<file path="src/common/flash_seq_consts.svh">
// Constants for the flash self-programming sequencer
`ifndef FLASH_SEQ_CONSTS_SVH
`define FLASH_SEQ_CONSTS_SVH
`define CMD_BLANK_CHECK   8'h04
`define CMD_BYTE_WRITE    8'h05
`define WDT_RESTART_CODE  8'hac
`define STAT_VERIFY_BIT   1
`define STAT_PROTECT_BIT  2
`define STAT_RESET        8'h00
`define BLANK_BYTE        8'hff
`define LAST_BLOCK        8'h07
`define CLK_PERIOD_NS     100
`define PROG_TIME_NS      1000
`define PROG_CYCLES       ((`PROG_TIME_NS + `CLK_PERIOD_NS - 1) / `CLK_PERIOD_NS)
`endif

</file>
<file path="src/common/flash_seq_pkg.sv">
// Types for the flash self-programming sequencer
package flash_seq_pkg;
  typedef enum logic [1:0] {S_IDLE, S_BLANK, S_PROG, S_VERIFY} seq_state_e;
  typedef struct packed {
    seq_state_e st;
    logic [7:0] blk;
    logic [7:0] lo;
    logic [7:0] end_lo;
    logic [7:0] data;
    logic [7:0] cnt;
    logic       busy;
    logic       done;
    logic       err;
    logic       wr_en;
    logic       wdt;
    logic [7:0] stat;
  } seq_s;
endpackage

</file>
<file path="src/core/flash_self_prog_blank_check_write.sv">
// Flash self-programming sequencer: blank check and byte write
// Operation
// Command 04H runs a block blank check
// Software loads block number in pointer high
// Software sets low pointer 00H, compare FFH
// Compare high equals pointer high for check
// Software clears status before each command
// Writing ACH to watchdog restarts its counter
// HALT launches command, CPU resumes after
// Bit 1 verify error, bit 2 protect error
// Command 05H programs one flash byte
// Software loads block and byte address pointers
// Sequencer programs exactly the buffered byte
// On write failure, erase block then rewrite; the sequencer only sets the verify error bit and finishes
// Status zero on success, nonzero on failure
// Error bits stay set until software clears
`timescale 1ns/100ps
`include "flash_seq_consts.svh"

module flash_self_prog_blank_check_write
  import flash_seq_pkg::*;
(
  input  wire logic        clk_sys,
  input  wire logic        reset_n,
  input  wire logic        self_prog_mode,
  input  wire logic        halt_exec,
  input  wire logic [7:0]  flash_command_reg,
  input  wire logic [7:0]  addr_pointer_high,
  input  wire logic [7:0]  addr_pointer_low,
  input  wire logic [7:0]  addr_compare_high,
  input  wire logic [7:0]  addr_compare_low,
  input  wire logic [7:0]  write_data_buffer,
  input  wire logic        status_wr,
  input  wire logic [7:0]  status_wdata,
  input  wire logic        wdt_wr,
  input  wire logic [7:0]  wdt_wdata,
  input  wire logic [7:0]  flash_rd_data,
  output logic             cpu_halted,
  output logic             op_done,
  output logic [7:0]       flash_status_reg,
  output logic [15:0]      flash_addr,
  output logic             flash_wr_en,
  output logic [7:0]       flash_wr_data,
  output logic             wdt_restart
);

  localparam logic [7:0] PROG_LAST = 8'(`PROG_CYCLES - 1);

  seq_s q;
  seq_s d;

  logic start;
  logic blank_cmd;
  logic write_cmd;
  logic blank_ok;
  logic write_ok;
  logic set_verify;
  logic set_protect;

  assign start     = halt_exec && self_prog_mode && (q.st == S_IDLE);
  assign blank_cmd = flash_command_reg == `CMD_BLANK_CHECK;
  assign write_cmd = flash_command_reg == `CMD_BYTE_WRITE;
  // A range that leaves the block or runs backwards is a protection fault
  assign blank_ok  = (addr_pointer_high <= `LAST_BLOCK)
                  && (addr_compare_high == addr_pointer_high)
                  && (addr_pointer_low <= addr_compare_low);
  assign write_ok  = addr_pointer_high <= `LAST_BLOCK;

  //////////////////////////////////////////////////////////////////////////
  always_comb begin
    d           = q;
    d.done      = 1'b0;
    d.wdt       = wdt_wr && (wdt_wdata == `WDT_RESTART_CODE);
    set_verify  = 1'b0;
    set_protect = 1'b0;
    unique case (q.st)
      S_IDLE: begin
        if (start) begin
          d.busy   = 1'b1;
          d.blk    = addr_pointer_high;
          d.lo     = addr_pointer_low;
          d.end_lo = addr_compare_low;
          d.data   = write_data_buffer;
          d.err    = 1'b0;
          if (blank_cmd && blank_ok) begin
            d.st = S_BLANK;
          end else if (write_cmd && write_ok) begin
            d.st    = S_PROG;
            d.wr_en = 1'b1;
            d.cnt   = PROG_LAST;
          end else begin
            // Unknown command or bad range: finish at once, flagged
            set_protect = 1'b1;
            d.err       = 1'b1;
            d.busy      = 1'b0;
            d.done      = 1'b1;
          end
        end
      end
      S_BLANK: begin
        if (flash_rd_data != `BLANK_BYTE) begin
          set_verify = 1'b1;
          d.err      = 1'b1;
        end
        if (q.lo == q.end_lo) begin
          d.st   = S_IDLE;
          d.busy = 1'b0;
          d.done = 1'b1;
        end else begin
          d.lo = q.lo + 8'h01;
        end
      end
      S_PROG: begin
        if (q.cnt == 8'h00) begin
          d.wr_en = 1'b0;
          d.st    = S_VERIFY;
        end else begin
          d.cnt = q.cnt - 8'h01;
        end
      end
      S_VERIFY: begin
        // Read back so a weak cell is reported, not silently kept
        if (flash_rd_data != q.data) begin
          set_verify = 1'b1;
          d.err      = 1'b1;
        end
        d.st   = S_IDLE;
        d.busy = 1'b0;
        d.done = 1'b1;
      end
    endcase
    if (status_wr) begin
      d.stat = status_wdata;
    end
    // Hardware set wins over a clear in the same cycle
    if (set_verify) begin
      d.stat[`STAT_VERIFY_BIT] = 1'b1;
    end
    if (set_protect) begin
      d.stat[`STAT_PROTECT_BIT] = 1'b1;
    end
  end

  always_ff @(posedge clk_sys or negedge reset_n) begin
    if (!reset_n) begin
      q        <= '0;
      q.st     <= S_IDLE;
      q.stat   <= `STAT_RESET;
    end else begin
      q <= d;
    end
  end

  assign cpu_halted       = q.busy;
  assign op_done          = q.done;
  assign flash_status_reg = q.stat;
  assign flash_addr       = {q.blk, q.lo};
  assign flash_wr_en      = q.wr_en;
  assign flash_wr_data    = q.data;
  assign wdt_restart      = q.wdt;
endmodule // flash_self_prog_blank_check_write

</file>
<file path="config.mk">
export PLATFORM = sky130hd
export DESIGN_NAME = flash_self_prog_blank_check_write
export DESIGN_NICKNAME = d
export VERILOG_FILES = /design/src/common/flash_seq_pkg.sv /design/src/core/flash_self_prog_blank_check_write.sv
export VERILOG_INCLUDE_DIRS = /design/src /design/src/common
export SDC_FILE = /design/constraint.sdc
export NUM_CORES = 1
export LEC_CHECK = 0
export BUFFER_PORTS_ARGS = -buffer_cell sky130_fd_sc_hd__buf_2
export CAP_MARGIN = 40
export CELL_PAD_IN_SITES_DETAIL_PLACEMENT = 1
export CELL_PAD_IN_SITES_GLOBAL_PLACEMENT = 1
export CORE_UTILIZATION = 38
export CTS_BUF_LIST = sky130_fd_sc_hd__clkbuf_8
export CTS_CLUSTER_DIAMETER = 40
export DETAILED_ROUTE_END_ITERATION = 16
export GPL_TIMING_DRIVEN = 1
export PLACE_DENSITY = 0.83
export SYNTH_ARGS = -nofsm -noshare
export SYNTH_HDL_FRONTEND = slang
export SYNTH_SLANG_ARGS = --single-unit
</file>
<file path="constraint.sdc">
create_clock -name clk_sys -period 2.5 [get_ports clk_sys]
set_clock_uncertainty 0.2 [all_clocks]
set_input_delay 0.25 -clock clk_sys [delete_from_list [all_inputs] [get_ports clk_sys]]
set_output_delay 0.25 -clock clk_sys [all_outputs]
set_load 0.02 [all_outputs]
</file>
Word level (Yosys, flattened, before mapping)
Cells that the tools add are included.

word-level totals
  input port bits = 78
  bits in registers = 54
  output and inout bits = 36

operators by class
  reduce and logical (&&, ||, !) cells = 20
  muxes and demuxes = 30
  $lt $le $gt $ge = 2
  eq/ne operators = 18
  add/subtract/negate cells = 2

operators by type and width
  cell                 count
  $mux 46              1
  $pmux 8 s2           2
  $mux 8               3
  $eq 8x3->1 const B   2
  $eq 8x8->1           2
  $mux 1               12
  $mux 12              1
  $ne 2x2->1 const B   6
  $mux 2               5
  $reduce_and 5->1     2
  $pmux 3 s3           1
  $add 8x1->8 const B  1
  $eq 8x8->1 const B   1
  $le 8x3->1 const B   1
  $le 8x8->1           1
  $logic_not 8->1      1
  $ne 8x8->1           1
  $ne 8x8->1 const B   1
  $pmux 2 s4           1
  $reduce_bool 2->1    4
  $sub 8x1->8 const B  1
  $logic_and 1x1->1    7
  $mux 3               2
  $reduce_and 3->1     2
  9 further kinds      11

Logic depth before layout (Yosys ltp)
  depth in word-level cells = 8
  depth in mapped cells = 7
  gate-level depth less buffers = 7

Worst setup path before layout
No wires, ideal clock.

  path type = register -> register
  start point = reg q (netlist bit flash_addr[6])
  end point = reg q (netlist bit flash_addr[7])
  slack = 0.480 ns
  clock period less this slack = 2.020 ns
  path buffers = 0
  cell stages (with the launch flop) = 6
  arrival = 1.694 ns
  path through = dfrtp_1 > xor2_1 > nor4_2 > a21oi_2 > and3b_1 > a221o_1

on the way
  longest elaborated chain between the ends = 3
  elaborated cells between the ends (all ways) = 6

RTL lines
  element                                         line                                                                                source
  start: declaration                              flash_self_prog_blank_check_write.sv:49                                             seq_s q;
  $add 8x1->8 or $eq 8x8->1 (tied branches)       flash_self_prog_blank_check_write.sv:110, flash_self_prog_blank_check_write.sv:105
  $mux 8 or $ne 2x2->1 (tied branches)            --
  $pmux 8 s2 or $reduce_and 3->1 (tied branches)  --

Several ways; a longest one is shown, not always the timed one. The select of a mux whose other input is x is not followed.
A chain may end at the register's enable or synchronous reset.

Final worst setup path
  start point = in addr_pointer_high[3]
  end point = reg q (netlist bit cpu_halted)

on the way
  longest elaborated chain between the ends = 7
  elaborated cells between the ends (all ways) = 10

RTL lines
  element                                                    line                                     source
  start: declaration                                         flash_self_prog_blank_check_write.sv:28  input wire logic [7:0] addr_pointer_high,
  $le 8x3->1 (no source line) or $eq 8x8->1 (tied branches)  --
  $logic_and 1x1->1 (2 in a row)                             flash_self_prog_blank_check_write.sv:64  assign blank_ok = (addr_pointer_high <= `LAST_BLOCK)
  $logic_and 1x1->1                                          flash_self_prog_blank_check_write.sv:85  if (blank_cmd && blank_ok) begin
  $mux 12 *                                                  flash_self_prog_blank_check_write.sv:85
  $mux 46 *                                                  flash_self_prog_blank_check_write.sv:78  if (start) begin
  $pmux 3 s3 *                                               flash_self_prog_blank_check_write.sv:76  unique case (q.st)

Mark *: on every way between the ends. The rest lies on a longest branch, timed or not. The select of a mux whose other input is x is not followed.

==> results.ini <==
[routing]
first_pass_iters = 4
wl_met3_um = 382
detail_route.wl_per_cell_um = 15.7
wl_met2_um = 4730
drt-total-wl_um = 9040
via_count = 2943
vias_per_cell = 5.10
ant_nets = 0
drc = 0
first_iter_violations = 48
wl_met1_um = 3660
topRoutingLayerUsed = met4

[floorplan]
die_x_um = 93.5
num_rows = 33
die-area_um2 = 8740
io_pins = 114
start_util_pct = 38.9
die_y_um = 93.5
core_area_um2 = 8180

[critical_path]
cp_max_fo = 4
cp-end-kind = register
cp-start-kind = primary input
worst_path_max_delay_cell = dlygate4sd3_1
worst-setup-path-type = primary input to register
max_stage_delay_ns = 0.53
worst_ep_required_time_ns = 2.55
path_cells = dlygate4sd3_1 -> buf_2 -> nor4_1 -> and3_1 -> nand4_1 -> nor3_1 -> o221a_2
crit_arrival_ns = 2.44

[job]
cap_violations = 0

[timing]
slew_headroom_pct = 56.3
slew_viol_final = 0
finalCriticalPeriod_ns = 2.39
fin_setup_tns_ns = 0
setup_violations = 0
hold_violations = 0
finalCritPeriodShare_pct = 95.7
max_slew.worst_pin.slew_ns = 0.649
max_freq_mhz = 418
rsz0062_at_grt = false

[yosys]
synth.avg_cell_area_um2 = 9.04
syn_inst = 352
ys_seq_area_share_pct = 42.5
ys.flop_type = dfrtp_1
yosys_warnings = 0
synth_edf_count = 0
synth-seq-cells = 54
synth_cell_type_count = 48
synth_area_um2 = 3180
async_reset_ff_share_pct = 100
synth_fp_nets = 440

[final_layout]
mostFrequentLayoutCells = buf_2, nand2_1, dfrtp_1
drive_above_1_share_pct = 30.9
fin_area_um2 = 4100
mostFrequentLayoutCell = buf_2
final_util_pct = 50.1
regMostFlops = q
diodes = 0
largest_reg_flops = 18
area_growth_pct = 28.7
fin_nets = 559
nFillCells = 980

[clock_network]
tritoncts = yes
cts_buffer_depth = 2
cts_root_buffer = clkbuf_8
htree_levels = 2
insertion_delay_ns = 0.30
clk_pin_slew_ns = 0.10
cts_buffers = 5
clock_sinks = 54

[global_route]
grt_overflow = 0
antenna_found_initial = 0
first_global_vias = 3190
grt_max_degree = 35
grt_pass1_wl_um = 14700
grtUsageTotal_pct = 21.8

[place]
dpl.hpwl_um = 6660
port_buffers = 113
post_dp_cell_area_um2 = 3680
gp_congestion = 0.865

[pwr]
powerDensity_nw_per_um2 = 401
ir_worst_vdd_mv = 0.220
p_leak_nw = 2.04

[worst_hold_path]
hp-class = primary input to register

[outcome]
outcome = finished, final reports clean

-- metrics by stage --
stage / total power, mW / worst slack (ns) / cells / hold slack, ns
CTS: 1.67 / 0.149 / 577 / 0.0105
detailed placement: 1.11 / 0.282 / 537 / 0.0667
floorplan: 1.00 / 0.480 / 352 / -0.246
finish: 1.64 / 0.107 / 577 / 0.00927
global route: 1.72 / 0.0323 / 577 / 0.00555
global placement: 1.10 / 0.374 / 537 / 0.0603
-- cell type report --
type	instances	area (um^2)	area share [%]
well taps	105	131	3.21
clock buffers	6	82.6	2.02
multi-input cells	244	1510	36.8
clock inverters	2	16.3	0.397
repair buffers	153	958	23.4
inverters	13	48.8	1.19
flip-flops and latches	54	1350	33.0
-- worst paths after layout --
| kind | start | slack [ns] | cells past startpoint | endpoint |
|---|---|---|---|---|
| min reg2reg | flash_addr[14]$_DFFE_PN0P_ | 0.28 | 2 | flash_addr[14]$_DFFE_PN0P_ |
| min in group asynchronous | reset_n | 0.25 | 2 | q[18]$_DFFE_PN0P_ |
| max reg2reg | flash_addr[6]$_DFFE_PN0P_ | 0.25 | 5 | flash_addr[7]$_DFFE_PN0P_ |
| max in group asynchronous | reset_n | 1.29 | 3 | flash_status_reg[5]$_DFFE_PN0P_ |
| max | addr_pointer_high[3] | 0.11 | 7 | cpu_halted$_DFFE_PN0P_ |
| min | addr_pointer_low[4] | 0.009 | 3 | flash_addr[4]$_DFFE_PN0P_ |
-- worst max-delay path: cells and delay by family --
kind                   cells  cell delay [ns]
AOI/OAI and AO/OA          1             0.29
buffers and inverters      2             0.67
and+or+nand+nor            4             1.22
-- cell families (layout without fill, tap and decap cells) --
kind of cell / Yosys count / in the layout / share of synthesized area (%)
multiplexers: 9 / 9 / 3.07
AO/OA/AOI/OAI: 62 / 62 / 13.1
AND/OR/NAND/NOR: 139 / 139 / 20.7
adder cells (fa/ha/maj): 10 / 10 / 3.93
flip-flops: 54 / 54 / 42.5
buffers and inverters: 54 / 174 / 10.1
XOR/XNOR: 24 / 24 / 6.61
-- synth_stat cells (3+ instances only) --
library cell | number | area (um^2)
nand2_1 | 86 | 323
dfrtp_1 | 54 | 1350
buf_4 | 32 | 240
o21ai_0 | 18 | 90.1
xor2_1 | 17 | 149
a21oi_1 | 14 | 70.1
inv_1 | 13 | 48.8
nor2_1 | 11 | 41.3
ha_1 | 10 | 125
clkbuf_1 | 8 | 30.0
nor4_1 | 7 | 43.8
xnor2_1 | 7 | 61.3
mux2_2 | 6 | 67.6
nand3_1 | 5 | 25.0
a211oi_1 | 4 | 30.0
a2111oi_0 | 3 | 26.3
a32oi_1 | 3 | 26.3
and3_1 | 3 | 18.8
mux2i_1 | 3 | 30.0
nand2b_1 | 3 | 18.8
nand4_1 | 3 | 18.8
nor2b_1 | 3 | 18.8
nor3_1 | 3 | 15.0
nor4bb_1 | 3 | 30.0
o22ai_1 | 3 | 18.8
or2_2 | 3 | 18.8
-- repair_timing --
action                                  in CTS  in global routing
endpoints found under the hold margin       51                  0
resized for setup                            0                  0
hold buffers                                32                  0
setup buffers                                0                  0
endpoints found under the setup margin       0                  0
-- metal layers --
layer | track usage, % | vias to the layer above
met4 | 7.56 | 0
met1 | 24.4 | 1411
li1 | - | 1420
met5 | 0 | -
met2 | 40.9 | 90
met3 | 4.15 | 22
-- report_power, final --
part | internal (mW) | switching (mW)
Sequential | 0.885 | 0.00610
Combinational | 0.125 | 0.114
Clock | 0.228 | 0.284
Total | 1.24 | 0.403
No activity file was read; power rests on OpenSTA's default activity.
